--- src/inc/fssr_cfg.svh ---
`ifndef FSSR_CFG_SVH
`define FSSR_CFG_SVH

// System clock period
`define FSSR_CLK_NS         25
// Suspend latencies in ns, plain defaults
`define FSSR_PROG_LAT_NS    20000
`define FSSR_ERASE_LAT_NS   20000
`define FSSR_PROG_LAT_CYC   ((`FSSR_PROG_LAT_NS + `FSSR_CLK_NS - 1) / `FSSR_CLK_NS)
`define FSSR_ERASE_LAT_CYC  ((`FSSR_ERASE_LAT_NS + `FSSR_CLK_NS - 1) / `FSSR_CLK_NS)
// Host-side waits in ns, plain defaults; the device does not police them
`define FSSR_PROG_RESUME_WAIT_NS   20000
`define FSSR_PROG_RESUME_WAIT_CYC  ((`FSSR_PROG_RESUME_WAIT_NS + `FSSR_CLK_NS - 1) / `FSSR_CLK_NS)
`define FSSR_RESET_RECOVERY_NS     40000
`define FSSR_RESET_RECOVERY_CYC    ((`FSSR_RESET_RECOVERY_NS + `FSSR_CLK_NS - 1) / `FSSR_CLK_NS)
// High-voltage select hold: supply settle, setup and extra setup
`define FSSR_SUPPLY_SETTLE_NS      800000
`define FSSR_HV_SETUP_NS           250
`define FSSR_HV_EXTRA_NS           0
`define FSSR_HV_HOLD_NS            (`FSSR_SUPPLY_SETTLE_NS + `FSSR_HV_SETUP_NS + `FSSR_HV_EXTRA_NS)
`define FSSR_HV_CS_WAIT_CYC        ((`FSSR_HV_HOLD_NS + `FSSR_CLK_NS - 1) / `FSSR_CLK_NS)

// Command codes
`define FSSR_CMD_READ       8'h03
`define FSSR_CMD_FAST_READ  8'h0b
`define FSSR_CMD_DUAL_OUT   8'h3b
`define FSSR_CMD_QUAD_OUT   8'h6b
`define FSSR_CMD_DUAL_IO    8'hbb
`define FSSR_CMD_QUAD_IO    8'heb
`define FSSR_CMD_PARAM_TBL  8'h5a
`define FSSR_CMD_IDENT      8'h9f
`define FSSR_CMD_MAKER_DEV  8'h90
`define FSSR_CMD_BURST_LEN  8'hc0
`define FSSR_CMD_OTP_ENTER  8'hb1
`define FSSR_CMD_OTP_EXIT   8'hc1
`define FSSR_CMD_WL_SET     8'h06
`define FSSR_CMD_WL_CLEAR   8'h04
`define FSSR_CMD_PAGE_PROG  8'h02
`define FSSR_CMD_QUAD_PROG  8'h38
`define FSSR_CMD_RESUME_A   8'h7a
`define FSSR_CMD_RESUME_B   8'h30
`define FSSR_CMD_SUSPEND    8'hb0
`define FSSR_CMD_STATUS_RD  8'h05
`define FSSR_CMD_CONFIG_RD  8'h15
`define FSSR_CMD_SECUR_RD   8'h2b
`define FSSR_CMD_SIGN_RD    8'hab
`define FSSR_CMD_RST_ARM    8'h66
`define FSSR_CMD_RST        8'h99
`define FSSR_CMD_NOP        8'h00

// Region masks per operation kind
`define FSSR_MASK_PAGE      24'h0000ff
`define FSSR_MASK_4K        24'h000fff
`define FSSR_MASK_32K       24'h007fff
`define FSSR_MASK_64K       24'h00ffff

// Wishbone register byte offsets
`define FSSR_STATUS_OFS     8'h00
`define FSSR_CTRL_OFS       8'h04
`define FSSR_SECUR_OFS      8'h08
// Security register bit positions
`define FSSR_SEC_PROG_BIT   2
`define FSSR_SEC_ERASE_BIT  3

`endif

--- src/inc/fssr_pkg.sv ---
package fssr_pkg;

	typedef enum logic [2:0] {
		ST_IDLE,
		ST_BUSY,
		ST_PAUSING,
		ST_PAUSED,
		ST_NESTED
	} fssr_state_type;

	typedef struct packed {
		fssr_state_type state;
		logic [15:0]    lat_cnt;
		logic           write_latch_flag;
		logic           op_in_progress_flag;
		logic           program_paused_flag;
		logic           erase_paused_flag;
		logic           armed;
		logic           erase_op;
		logic [1:0]     kind;
		logic [23:0]    addr;
		logic           perf;
		logic           accept;
		logic           reject;
		logic           pause;
		logic           resume;
		logic           abort;
		logic           nested;
		logic           rd_blocked;
		logic           ack;
		logic [31:0]    dat;
	} fssr_core_type;

	typedef struct packed {
		logic [2:0] sync1;
		logic [2:0] sync2;
		logic       sclk_d;
		logic [2:0] bit_cnt;
		logic       first;
		logic [7:0] shift;
		logic       valid;
		logic [7:0] code;
	} fssr_rx_type;

endpackage : fssr_pkg

--- src/rtl/fssr_link_rx.sv ---
`timescale 1ns/1ps
`include "fssr_cfg.svh"

module fssr_link_rx (
	input  wire logic       clk_i,
	input  wire logic       rst_i,
	input  wire logic       cs_n_i,
	input  wire logic       sclk_i,
	input  wire logic       si_i,
	output logic            cmd_valid_o,
	output logic [7:0]      cmd_code_o
);

	fssr_pkg::fssr_rx_type r_r;
	fssr_pkg::fssr_rx_type r_nxt;

	// Pins sync, then edge find on the second stage only
	always_comb begin
		r_nxt       = r_r;
		r_nxt.valid = 1'b0;
		r_nxt.sync1 = {cs_n_i, sclk_i, si_i};
		r_nxt.sync2 = r_r.sync1;
		r_nxt.sclk_d = r_r.sync2[1];
		if (r_r.sync2[2]) begin
			// Deselect restarts the opcode byte
			r_nxt.bit_cnt = 3'h0;
			r_nxt.first   = 1'b1;
		end else if (r_r.sync2[1] && !r_r.sclk_d) begin
			r_nxt.shift   = {r_r.shift[6:0], r_r.sync2[0]};
			r_nxt.bit_cnt = r_r.bit_cnt + 3'h1;
			if (r_r.bit_cnt == 3'h7 && r_r.first) begin
				// Only the first byte of a frame is an opcode
				r_nxt.valid = 1'b1;
				r_nxt.code  = {r_r.shift[6:0], r_r.sync2[0]};
				r_nxt.first = 1'b0;
			end
		end
	end

	always_ff @(posedge clk_i) begin
		if (rst_i) begin
			r_r <= '{sync1: 3'h7, sync2: 3'h7, sclk_d: 1'b0, bit_cnt: 3'h0, first: 1'b1,
				shift: 8'h00, valid: 1'b0, code: 8'h00};
		end else begin
			r_r <= r_nxt;
		end
	end

	assign cmd_valid_o = r_r.valid;
	assign cmd_code_o  = r_r.code;

endmodule : fssr_link_rx

--- src/rtl/fssr_core.sv ---
// Decided for this implementation: the address map and the Wishbone slave port.
`timescale 1ns/1ps
`include "fssr_cfg.svh"

module fssr_core (
	input  wire logic        clk_i,
	input  wire logic        rst_i,
	input  wire logic        cs_n_i,
	input  wire logic        sclk_i,
	input  wire logic        si_i,
	input  wire logic        op_start_i,
	input  wire logic        op_is_erase_i,
	input  wire logic [1:0]  op_kind_i,
	input  wire logic [23:0] op_addr_i,
	input  wire logic        op_done_i,
	input  wire logic [23:0] rd_addr_i,
	input  wire logic [23:0] nest_addr_i,
	input  wire logic        wb_cyc_i,
	input  wire logic        wb_stb_i,
	input  wire logic        wb_we_i,
	input  wire logic [7:0]  wb_adr_i,
	input  wire logic [3:0]  wb_sel_i,
	input  wire logic [31:0] wb_dat_i,
	output logic             wb_ack_o,
	output logic [31:0]      wb_dat_o,
	output logic             write_latch_flag_o,
	output logic             op_in_progress_flag_o,
	output logic             program_paused_flag_o,
	output logic             erase_paused_flag_o,
	output logic             cmd_accept_o,
	output logic             cmd_reject_o,
	output logic             engine_pause_o,
	output logic             engine_resume_o,
	output logic             engine_abort_o,
	output logic             nested_prog_start_o,
	output logic             rd_blocked_o
);

	localparam logic [15:0] PROG_LAT  = 16'(`FSSR_PROG_LAT_CYC);
	localparam logic [15:0] ERASE_LAT = 16'(`FSSR_ERASE_LAT_CYC);

	fssr_pkg::fssr_core_type r_r;
	fssr_pkg::fssr_core_type r_nxt;
	logic                    cmd_valid;
	logic                    bus_ack;
	logic [31:0]             bus_dat;
	logic [7:0]              cmd_code;

	// Region test shared by read blocking and nested program check
	function automatic logic in_region(input logic [23:0] a, input logic [23:0] base,
		input logic [1:0] kind);
		logic [23:0] m;
		m = (kind == 2'h0) ? `FSSR_MASK_PAGE :
			(kind == 2'h1) ? `FSSR_MASK_4K :
			(kind == 2'h2) ? `FSSR_MASK_32K : `FSSR_MASK_64K;
		in_region = ((a & ~m) == (base & ~m));
	endfunction : in_region

	// Power-on values of every volatile bit
	function automatic fssr_pkg::fssr_core_type core_reset();
		fssr_pkg::fssr_core_type v;
		v = '0;
		v.state = fssr_pkg::ST_IDLE;
		core_reset = v;
	endfunction : core_reset

	// Commands that must wait for the suspend latency
	function automatic logic is_latency_cmd(input logic [7:0] c);
		is_latency_cmd = (c == `FSSR_CMD_READ) || (c == `FSSR_CMD_FAST_READ) ||
			(c == `FSSR_CMD_DUAL_OUT) || (c == `FSSR_CMD_QUAD_OUT) ||
			(c == `FSSR_CMD_DUAL_IO) || (c == `FSSR_CMD_QUAD_IO) ||
			(c == `FSSR_CMD_PARAM_TBL) || (c == `FSSR_CMD_IDENT) ||
			(c == `FSSR_CMD_MAKER_DEV) || (c == `FSSR_CMD_BURST_LEN) ||
			(c == `FSSR_CMD_OTP_ENTER) || (c == `FSSR_CMD_OTP_EXIT);
	endfunction : is_latency_cmd

	// Commands served at any time after a suspend
	function automatic logic is_free_cmd(input logic [7:0] c);
		is_free_cmd = (c == `FSSR_CMD_WL_CLEAR) || (c == `FSSR_CMD_STATUS_RD) ||
			(c == `FSSR_CMD_CONFIG_RD) || (c == `FSSR_CMD_SECUR_RD) ||
			(c == `FSSR_CMD_SIGN_RD);
	endfunction : is_free_cmd

	// Either resume code
	function automatic logic is_resume(input logic [7:0] c);
		is_resume = (c == `FSSR_CMD_RESUME_A) || (c == `FSSR_CMD_RESUME_B);
	endfunction : is_resume

	// Opcode receiver on the sampled link pins
	fssr_link_rx u_rx (
		.clk_i       (clk_i),
		.rst_i       (rst_i),
		.cs_n_i      (cs_n_i),
		.sclk_i      (sclk_i),
		.si_i        (si_i),
		.cmd_valid_o (cmd_valid),
		.cmd_code_o  (cmd_code)
	);

	// Next-state logic for bus, operation tracking and commands
	always_comb begin
		r_nxt        = r_r;
		r_nxt.accept = 1'b0;
		r_nxt.reject = 1'b0;
		r_nxt.pause  = 1'b0;
		r_nxt.resume = 1'b0;
		r_nxt.abort  = 1'b0;
		r_nxt.nested = 1'b0;
		r_nxt.ack    = 1'b0;

		// Wishbone slave, one wait state, ack drops after one cycle
		if (wb_cyc_i && wb_stb_i && !r_r.ack) begin
			r_nxt.ack = 1'b1;
			r_nxt.dat = 32'h0000_0000;
			if (wb_adr_i == `FSSR_STATUS_OFS) begin
				r_nxt.dat = {25'h0, r_r.state, r_r.erase_paused_flag, r_r.program_paused_flag, r_r.write_latch_flag, r_r.op_in_progress_flag};
			end else if (wb_adr_i == `FSSR_CTRL_OFS) begin
				r_nxt.dat = {31'h0, r_r.perf};
				if (wb_we_i && wb_sel_i[0]) begin
					r_nxt.perf = wb_dat_i[0];
				end
			end else if (wb_adr_i == `FSSR_SECUR_OFS) begin
				r_nxt.dat[`FSSR_SEC_PROG_BIT]  = r_r.program_paused_flag;
				r_nxt.dat[`FSSR_SEC_ERASE_BIT] = r_r.erase_paused_flag;
			end
		end

		// Bus answer of this cycle survives a software reset in the same cycle
		bus_ack = r_nxt.ack;
		bus_dat = r_nxt.dat;

		// Reads into the halted page, sector or block are refused
		r_nxt.rd_blocked = (r_r.program_paused_flag || r_r.erase_paused_flag) && in_region(rd_addr_i, r_r.addr, r_r.kind);

		// Operation tracking and suspend latency
		case (r_r.state)
			fssr_pkg::ST_IDLE: begin
				if (op_start_i && r_r.write_latch_flag) begin
					r_nxt.state    = fssr_pkg::ST_BUSY;
					r_nxt.op_in_progress_flag      = 1'b1;
					r_nxt.erase_op = op_is_erase_i;
					r_nxt.kind     = op_kind_i;
					r_nxt.addr     = op_addr_i;
				end
			end
			fssr_pkg::ST_BUSY: begin
				if (op_done_i) begin
					r_nxt.state = fssr_pkg::ST_IDLE;
					r_nxt.op_in_progress_flag   = 1'b0;
					r_nxt.write_latch_flag   = 1'b0;
				end
			end
			fssr_pkg::ST_PAUSING: begin
				if (r_r.lat_cnt == 16'h0001) begin
					// Flags change only once the engine has really stopped
					r_nxt.state = fssr_pkg::ST_PAUSED;
					r_nxt.write_latch_flag   = 1'b0;
					r_nxt.op_in_progress_flag   = 1'b0;
					r_nxt.program_paused_flag   = !r_r.erase_op;
					r_nxt.erase_paused_flag   = r_r.erase_op;
				end
				r_nxt.lat_cnt = r_r.lat_cnt - 16'h0001;
			end
			fssr_pkg::ST_NESTED: begin
				if (op_done_i) begin
					r_nxt.state = fssr_pkg::ST_PAUSED;
					r_nxt.op_in_progress_flag   = 1'b0;
					r_nxt.write_latch_flag   = 1'b0;
				end
			end
			default: begin
			end
		endcase

		// Command handling; any opcode drops a pending arm
		if (cmd_valid) begin
			r_nxt.armed = 1'b0;
			if (cmd_code == `FSSR_CMD_RST) begin
				if (r_r.armed) begin
					// Clears everything but the bus answer, perf mode included
					r_nxt        = core_reset();
					r_nxt.ack    = bus_ack;
					r_nxt.dat    = bus_dat;
					r_nxt.abort  = r_r.op_in_progress_flag || r_r.program_paused_flag || r_r.erase_paused_flag;
					r_nxt.accept = 1'b1;
				end else begin
					r_nxt.reject = 1'b1;
				end
			end else if (cmd_code == `FSSR_CMD_RST_ARM) begin
				r_nxt.armed  = 1'b1;
				r_nxt.accept = 1'b1;
			end else if (cmd_code == `FSSR_CMD_NOP) begin
				r_nxt.accept = 1'b1;
			end else if (is_free_cmd(cmd_code)) begin
				r_nxt.accept = 1'b1;
				if (cmd_code == `FSSR_CMD_WL_CLEAR &&
					r_r.state != fssr_pkg::ST_BUSY && r_r.state != fssr_pkg::ST_NESTED) begin
					r_nxt.write_latch_flag = 1'b0;
				end
			end else begin
				case (r_r.state)
					fssr_pkg::ST_IDLE: begin
						// Suspend with nothing running leaves flags alone
						if (cmd_code == `FSSR_CMD_WL_SET) begin
							r_nxt.write_latch_flag    = 1'b1;
							r_nxt.accept = 1'b1;
						end else if (cmd_code != `FSSR_CMD_SUSPEND) begin
							r_nxt.accept = 1'b1;
						end
					end
					fssr_pkg::ST_BUSY: begin
						if (cmd_code == `FSSR_CMD_SUSPEND) begin
							r_nxt.state   = fssr_pkg::ST_PAUSING;
							r_nxt.lat_cnt = r_r.erase_op ? ERASE_LAT : PROG_LAT;
							r_nxt.pause   = 1'b1;
							r_nxt.accept  = 1'b1;
						end else begin
							r_nxt.reject  = 1'b1;
						end
					end
					fssr_pkg::ST_PAUSED: begin
						if (is_latency_cmd(cmd_code)) begin
							r_nxt.accept = 1'b1;
						end else if (is_resume(cmd_code) && !r_r.perf) begin
							r_nxt.state  = fssr_pkg::ST_BUSY;
							r_nxt.write_latch_flag    = 1'b1;
							r_nxt.op_in_progress_flag    = 1'b1;
							r_nxt.program_paused_flag    = 1'b0;
							r_nxt.erase_paused_flag    = 1'b0;
							r_nxt.resume = 1'b1;
							r_nxt.accept = 1'b1;
						end else if (cmd_code == `FSSR_CMD_WL_SET && r_r.erase_paused_flag) begin
							r_nxt.write_latch_flag    = 1'b1;
							r_nxt.accept = 1'b1;
						end else if ((cmd_code == `FSSR_CMD_PAGE_PROG || cmd_code == `FSSR_CMD_QUAD_PROG) &&
							r_r.erase_paused_flag && r_r.write_latch_flag && !in_region(nest_addr_i, r_r.addr, r_r.kind)) begin
							r_nxt.state  = fssr_pkg::ST_NESTED;
							r_nxt.op_in_progress_flag    = 1'b1;
							r_nxt.nested = 1'b1;
							r_nxt.accept = 1'b1;
						end else begin
							// Perf-mode resume lands here too
							r_nxt.reject = 1'b1;
						end
					end
					default: begin
						// Pausing: latency not over; nested: no suspend or resume
						r_nxt.reject = 1'b1;
					end
				endcase
			end
		end
	end

	// Single state register
	always_ff @(posedge clk_i) begin
		if (rst_i) begin
			r_r <= core_reset();
		end else begin
			r_r <= r_nxt;
		end
	end

	// Outputs straight from the state register
	assign wb_ack_o              = r_r.ack;
	assign wb_dat_o              = r_r.dat;
	assign write_latch_flag_o    = r_r.write_latch_flag;
	assign op_in_progress_flag_o = r_r.op_in_progress_flag;
	assign program_paused_flag_o = r_r.program_paused_flag;
	assign erase_paused_flag_o   = r_r.erase_paused_flag;
	assign cmd_accept_o          = r_r.accept;
	assign cmd_reject_o          = r_r.reject;
	assign engine_pause_o        = r_r.pause;
	assign engine_resume_o       = r_r.resume;
	assign engine_abort_o        = r_r.abort;
	assign nested_prog_start_o   = r_r.nested;
	assign rd_blocked_o          = r_r.rd_blocked;

	// Checks on flags, command decode and bus timing
	a_latency_end_flags: assert property (@(posedge clk_i) disable iff (rst_i)
		(r_r.state == fssr_pkg::ST_PAUSING && r_r.lat_cnt == 16'h0001)
		|=> !r_r.write_latch_flag && (r_r.program_paused_flag != r_r.erase_paused_flag)) else $error("pause flags wrong after latency");
	a_flags_exclusive: assert property (@(posedge clk_i) disable iff (rst_i)
		!(r_r.program_paused_flag && r_r.erase_paused_flag)) else $error("both paused flags set");
	a_prog_no_write_latch_set: assert property (@(posedge clk_i) disable iff (rst_i)
		(cmd_valid && cmd_code == `FSSR_CMD_WL_SET && r_r.state == fssr_pkg::ST_PAUSED && r_r.program_paused_flag)
		|=> r_r.reject && !r_r.write_latch_flag) else $error("latch set during program pause");
	a_resume_flags: assert property (@(posedge clk_i) disable iff (rst_i)
		$rose(r_r.resume) |-> r_r.write_latch_flag && r_r.op_in_progress_flag && !r_r.program_paused_flag && !r_r.erase_paused_flag)
		else $error("resume did not set latch and busy");
	a_nested_no_resume: assert property (@(posedge clk_i) disable iff (rst_i)
		(cmd_valid && is_resume(cmd_code) && r_r.state == fssr_pkg::ST_NESTED)
		|=> !r_r.resume && r_r.state == fssr_pkg::ST_NESTED) else $error("nested program resumed");
	a_nested_busy: assert property (@(posedge clk_i) disable iff (rst_i)
		(r_r.state == fssr_pkg::ST_NESTED) |-> r_r.write_latch_flag && r_r.op_in_progress_flag) else $error("nested flags low");
	a_perf_resume: assert property (@(posedge clk_i) disable iff (rst_i)
		(cmd_valid && is_resume(cmd_code) && r_r.perf) |=> !r_r.resume) else $error("resume in perf mode");
	a_nop_disarms: assert property (@(posedge clk_i) disable iff (rst_i)
		(cmd_valid && cmd_code == `FSSR_CMD_NOP)
		|=> !r_r.armed && r_r.accept) else $error("no-op left reset armed");
	a_idle_suspend: assert property (@(posedge clk_i) disable iff (rst_i)
		(cmd_valid && cmd_code == `FSSR_CMD_SUSPEND && r_r.state == fssr_pkg::ST_IDLE)
		|=> r_r.state == fssr_pkg::ST_IDLE && !r_r.pause && !r_r.program_paused_flag && !r_r.erase_paused_flag)
		else $error("idle suspend changed state");
	a_reset_clears: assert property (@(posedge clk_i) disable iff (rst_i)
		(cmd_valid && cmd_code == `FSSR_CMD_RST && r_r.armed)
		|=> r_r.state == fssr_pkg::ST_IDLE && !r_r.write_latch_flag && !r_r.op_in_progress_flag && !r_r.program_paused_flag && !r_r.erase_paused_flag)
		else $error("reset left state set");
	a_bus_ack: assert property (@(posedge clk_i) disable iff (rst_i)
		(wb_cyc_i && wb_stb_i && !r_r.ack) |=> r_r.ack ##1 !r_r.ack) else $error("bad ack timing");
	a_rst_needs_arm: assert property (@(posedge clk_i) disable iff (rst_i)
		(cmd_valid && cmd_code == `FSSR_CMD_RST && !r_r.armed)
		|=> r_r.reject && !r_r.accept && !r_r.abort) else $error("reset ran without arm");
	a_paused_read_block: assert property (@(posedge clk_i) disable iff (rst_i)
		((r_r.program_paused_flag || r_r.erase_paused_flag) && !cmd_valid && in_region(rd_addr_i, r_r.addr, r_r.kind))
		|=> r_r.rd_blocked) else $error("read into halted region not blocked");
	a_suspend_pause: assert property (@(posedge clk_i) disable iff (rst_i)
		(cmd_valid && cmd_code == `FSSR_CMD_SUSPEND && r_r.state == fssr_pkg::ST_BUSY)
		|=> r_r.pause && r_r.state == fssr_pkg::ST_PAUSING) else $error("suspend did not halt operation");

endmodule : fssr_core

--- config.mk ---
export PLATFORM = sky130hd
export DESIGN_NAME = fssr_core
export DESIGN_NICKNAME = d
export VERILOG_FILES = /design/src/inc/fssr_pkg.sv /design/src/rtl/fssr_link_rx.sv /design/src/rtl/fssr_core.sv
export VERILOG_INCLUDE_DIRS = /design/src /design/src/inc
export SDC_FILE = /design/constraint.sdc
export NUM_CORES = 1
export LEC_CHECK = 0
export ABC_AREA = 0
export ABC_CLOCK_PERIOD_IN_PS = 2900
export BUFFER_PORTS_ARGS = -buffer_cell sky130_fd_sc_hd__buf_2
export CAP_MARGIN = 20
export CORE_MARGIN = 1.5
export CORE_UTILIZATION = 35
export DETAILED_ROUTE_END_ITERATION = 12
export PLACE_DENSITY = 0.62
export SLEW_MARGIN = 0
export SYNTH_ARGS = -nofsm -noshare
export SYNTH_HDL_FRONTEND = slang
export SYNTH_HIERARCHICAL = 1
export SYNTH_SLANG_ARGS = --single-unit
--- constraint.sdc ---
create_clock -name clk_i -period 2.9 [get_ports clk_i]
set_clock_uncertainty 0.15 [all_clocks]
set_input_delay 0.145 -clock clk_i [delete_from_list [all_inputs] [get_ports clk_i]]
set_output_delay 0.145 -clock clk_i [all_outputs]
set_load 0.005 [all_outputs]
==> summary by stage <==
Power
The portion of total power attributed to sequential cells is 47.1%. Net switching is 22.0% of the power. Cell internal power was estimated by the tool at 1.97 mW. VDD sags by at most 0.000304 V. The leakage power is 2.14 nW.

The total power divided by cell area is 460 nW/µm². The total net switching power is 0.556 mW. After layout, the design draws a total of 2.53 mW. The clock share of power is 46.7%.

The combinational share of power is 6.2%.

GRT
The number of global-route vias before repair is 3526. The wire length of the first global-routing pass is 16500 µm. The largest net degree at the start of global routing is 32. The number of antenna violations at the first check in global routing is 0. The residual overflow from global routing is 0.

The total routing resource utilization after global routing is 14.4%.

Synth
The largest family of logic cells by synthesized area is simple AND/OR/NAND/NOR gates. The number of unique standard cell types used by synthesis is 67. The async set-or-reset flop fraction in the synthesized netlist is 0%.

Averaged over all synthesized cells, the footprint is 8.98 µm². After technology mapping, the gate count stands at 512. The warning count from the yosys run is 6. The number of synthesized register bits is 86.

The area of the mapped netlist is 4600 µm². The share of the synthesized netlist area taken by xor and xnor gates is 9.52%. The primary flip-flop cell chosen by synthesis mapping is sky130_fd_sc_hd__dfxtp_1. The synthesized design contains 0 enable-type register cells.

The compound-cell area share of the yosys netlist is 9.19%. For this run, the register share of the synthesized area comes to 37.4%. Summing the areas of all fa, ha and maj instances in the mapped netlist gives 1.09% of the synthesized area. Of the total synthesized cell area, the portion taken by AND, OR, NAND and NOR gates is 23.4%. Of the post-synthesis cell area, the part taken by muxes is 8.27%.

Layout
The number of diodes is 0. The net count of the finished layout is 738. Relative to the synthesized area, the layout overhead comes to 19.6%.

The number of filler instances in the final layout is 1225. The count of cells in the finished layout, fillers not included, comes to 782. Cells with a size suffix above 1 make up 21.6% of the layout.

Route
The detailed router placed 3725 vias in this run. For this run, the detailed router's first-pass iteration total came to 4. After the first detailed-routing iteration, the DRC count stood at 217. The number of vias per cell after detailed routing is 4.76. The post-route DRC violation count is 0. The residual antenna-violating net count after detailed routing is 0. The aggregate routed wire length is 9930 µm.

After detailed routing, the average wire length per cell comes to 12.7 µm.

Worst hold path
The worst hold path belongs to the class primary input to register.

Setup path
Walking the worst path, the cells encountered are or4b_1 -> or4_1 -> xnor2_1 -> o31ai_1 -> o21a_1. For the worst setup path, the data arrival time is 2.58 ns. Among cell families on the critical path, the largest total delay comes from simple AND/OR/NAND/NOR gates. The required arrival time at the worst endpoint is 3.02 ns.

The worst setup path is captured at a register. The worst-path cell with the longest stage delay is sky130_fd_sc_hd__or4b_1. The largest incremental delay on the critical path is 0.60 ns. The largest fanout on the critical path is 12. The type of the worst setup path is register to register. The kind of launch point of the worst setup path is a register. The number of buffers and inverters on the critical path is 0.

Timing
The pin slew with the least headroom to its limit is 0.690 ns. The number of hold violations in the final report is 0. The final total negative setup slack is 0 ns. The worst-case headroom to the max-slew limit is 53.6%. The count of final max-slew check failures is 0. The ratio of final minimum period to clock period is 84.6%. The shortest clock period the worst path allows after layout is 2.45 ns.

The maximum achievable frequency is 408 MHz. Setup violations remaining at the end of the flow were counted as 0. Setup repair after global routing left no endpoint under its margin.

Floorplanning
The placeable core region is 12700 µm². The die span in y is 118 µm. The total I/O pin count is 173. The number of placement rows is 41. The die covers 13800 µm².

The effective utilization at floorplan is 36.2%. The overall die width is 118 µm.

Run status
The flow ran to the end, and the final reports show no timing, DRC or antenna violations.

Clock network
Post-CTS timing repair inserted 0 buffers for setup. The count of hold buffers inserted by post-cts repair is 26. The clock-pin slew on the worst setup and hold paths is 0.06 ns. The largest buffer count on any clock path is 2. The clock net in this run drives a total of 86 sinks. The root buffer selected by CTS is sky130_fd_sc_hd__clkbuf_16. The quantity of gates resized following cts is 0. The TritonCTS clock tree is yes. CTS built an H-tree with a depth of 3. At the later pin of the worst-skew pair, clock insertion delay measures 0.34 ns. Buffers inserted during clock tree synthesis total 9.

Placement
The final RePlAce weighted congestion is 0.865. Counting tap cells, the placed design contains a total of 740 instances. The half-perimeter wire length after placement is 7160 µm. The count of buffers from port buffering is 89.

Job
The max-cap violation count is 0.
metal layers:
metal | vias up | part of all wire (%) | GRT usage [%]
li1 | 1885 | - | -
met1 | 1691 | 47 | 18.7
met2 | 133 | 45 | 22.8
met3 | 16 | 6.0 | 3.54
met4 | 0 | 1.7 | 6.10
met5 | - | 0 | 0
synth_stat cells (3+ instances only):
| cell type | instances | area share (%) |
|---|---|---|
| sky130_fd_sc_hd__clkbuf_1 | 7 | 0.57 |
| sky130_fd_sc_hd__xor2_1 | 19 | 3.6 |
| sky130_fd_sc_hd__inv_1 | 8 | 0.65 |
| sky130_fd_sc_hd__nor3b_1 | 4 | 0.65 |
| sky130_fd_sc_hd__a22oi_1 | 5 | 0.82 |
| sky130_fd_sc_hd__nand3_1 | 14 | 1.5 |
| sky130_fd_sc_hd__or2_1 | 5 | 0.68 |
| sky130_fd_sc_hd__o2111ai_1 | 4 | 0.76 |
| sky130_fd_sc_hd__ha_1 | 4 | 1.1 |
| sky130_fd_sc_hd__nand2_1 | 23 | 1.9 |
| sky130_fd_sc_hd__nor2_1 | 73 | 6.0 |
| sky130_fd_sc_hd__nor3_1 | 13 | 1.4 |
| sky130_fd_sc_hd__nand2b_1 | 21 | 2.9 |
| sky130_fd_sc_hd__mux2i_1 | 38 | 8.3 |
| sky130_fd_sc_hd__a21oi_1 | 18 | 2.0 |
| sky130_fd_sc_hd__buf_4 | 43 | 7.0 |
| sky130_fd_sc_hd__nand4_1 | 4 | 0.54 |
| sky130_fd_sc_hd__a31oi_1 | 3 | 0.41 |
| sky130_fd_sc_hd__clkbuf_8 | 4 | 1.2 |
| sky130_fd_sc_hd__nor4_1 | 11 | 1.5 |
| sky130_fd_sc_hd__xnor2_1 | 31 | 5.9 |
| sky130_fd_sc_hd__or2_2 | 3 | 0.41 |
| sky130_fd_sc_hd__dfxtp_1 | 86 | 37 |
| sky130_fd_sc_hd__buf_2 | 7 | 0.76 |
| sky130_fd_sc_hd__o21bai_1 | 3 | 0.49 |
| sky130_fd_sc_hd__o21ai_0 | 6 | 0.65 |
final timing paths:
path / endpoint / slack [ns] / cells past startpoint / start
worst min register to register: u_rx/r_r[24]$_SDFF_PP1_ / 0.25 / 1 / u_rx/r_nxt[24]$_SDFF_PP1_
worst max-delay path: cmd_accept_o$_SDFF_PP0_ / 0.45 / 5 / u_rx/cmd_code_o[1]$_SDFFE_PP0P_
worst min-delay path: wb_dat_o[3]$_SDFFE_PP0P_ / 0.02 / 4 / wb_adr_i[2]
worst max register to register: cmd_accept_o$_SDFF_PP0_ / 0.45 / 5 / u_rx/cmd_code_o[1]$_SDFFE_PP0P_
state kept, by name, indices dropped and copies added, names as in the netlist:
name                   flops
cmd_accept_o               1
cmd_reject_o               1
engine_abort_o             1
engine_pause_o             1
engine_resume_o            1
erase_paused_flag_o        1
nested_prog_start_o        1
op_in_progress_flag_o      1
program_paused_flag_o      1
r_r                       40
rd_blocked_o               1
u_rx/cmd_code_o            8
u_rx/cmd_valid_o           1
u_rx/r_nxt                 4
u_rx/r_r                  14
wb_ack_o                   1
wb_dat_o                   7
write_latch_flag_o         1
cell usage in the layout, fill, tap and decap left out, types with 5 or more instances in the layout:
| cell type | instances |
|---|---|
| sky130_fd_sc_hd__buf_2 | 89 |
| sky130_fd_sc_hd__dfxtp_1 | 86 |
| sky130_fd_sc_hd__nor2_1 | 72 |
| sky130_fd_sc_hd__mux2i_1 | 38 |
| sky130_fd_sc_hd__xnor2_1 | 31 |
| sky130_fd_sc_hd__dlygate4sd3_1 | 26 |
| sky130_fd_sc_hd__conb_1 | 25 |
| sky130_fd_sc_hd__nand2_1 | 23 |
| sky130_fd_sc_hd__nand2b_1 | 21 |
| sky130_fd_sc_hd__xor2_1 | 19 |
| sky130_fd_sc_hd__a21oi_1 | 18 |
| sky130_fd_sc_hd__nand3_1 | 14 |
| sky130_fd_sc_hd__nor3_1 | 13 |
| sky130_fd_sc_hd__nor4_1 | 11 |
| sky130_fd_sc_hd__clkbuf_16 | 9 |
| sky130_fd_sc_hd__inv_1 | 8 |
| sky130_fd_sc_hd__buf_4 | 7 |
| sky130_fd_sc_hd__o21ai_0 | 6 |
| sky130_fd_sc_hd__a22oi_1 | 5 |
| sky130_fd_sc_hd__or2_1 | 5 |
logic make-up after synthesis:
family,after synthesis
simple gates,199
flops,86
buf+inv,72
compound gates,62
xor+xnor,50
mux,38
fa+ha+maj,4
other cells,1
power groups by stage:
stage / sequential (mW) / combinational, mW / clock, mW
final: 1.19 / 0.157 / 1.18
after CTS: 1.19 / 0.158 / 1.21
after global placement: 1.22 / 0.128 / 0
after floorplan: 1.22 / 0.0915 / 0
after detailed placement: 1.22 / 0.130 / 0
after global routing: 1.19 / 0.172 / 1.26
metrics by stage:
| stage | worst slack, ns | utilization, % | hold slack [ns] | cell area (µm²) |
|---|---|---|---|---|
| after CTS | 0.436 | 43.2 | 0.0142 | 5500 |
| after floorplan | 0.669 | - | 0.0921 | 4690 |
| after detailed placement | 0.460 | 38.8 | 0.175 | 4930 |
| after global placement | 0.476 | 38.8 | 0.174 | 4930 |
| after global routing | 0.295 | 43.2 | 0.0318 | 5500 |
| final | 0.446 | 43.2 | 0.0212 | 5500 |
final cells by class:
| cell class | instances | area, µm² | area share (%) |
|---|---|---|---|
| inverter | 8 | 30.0 | 0.546 |
| clock inverter | 6 | 68.8 | 1.25 |
| multi-input combinational | 378 | 2470 | 44.8 |
| sequential | 86 | 1720 | 31.3 |
| timing repair buffer | 122 | 758 | 13.8 |
| tap | 172 | 215 | 3.91 |
| clock buffer | 10 | 239 | 4.35 |
worst min-delay path: cells and delay by family:
kind / cells / cell delay (ns)
buf+inv: 1 / 0.12
compound gates: 1 / 0.06
simple gates: 2 / 0.14
Note: power is estimated with default switching activity, not from simulation.
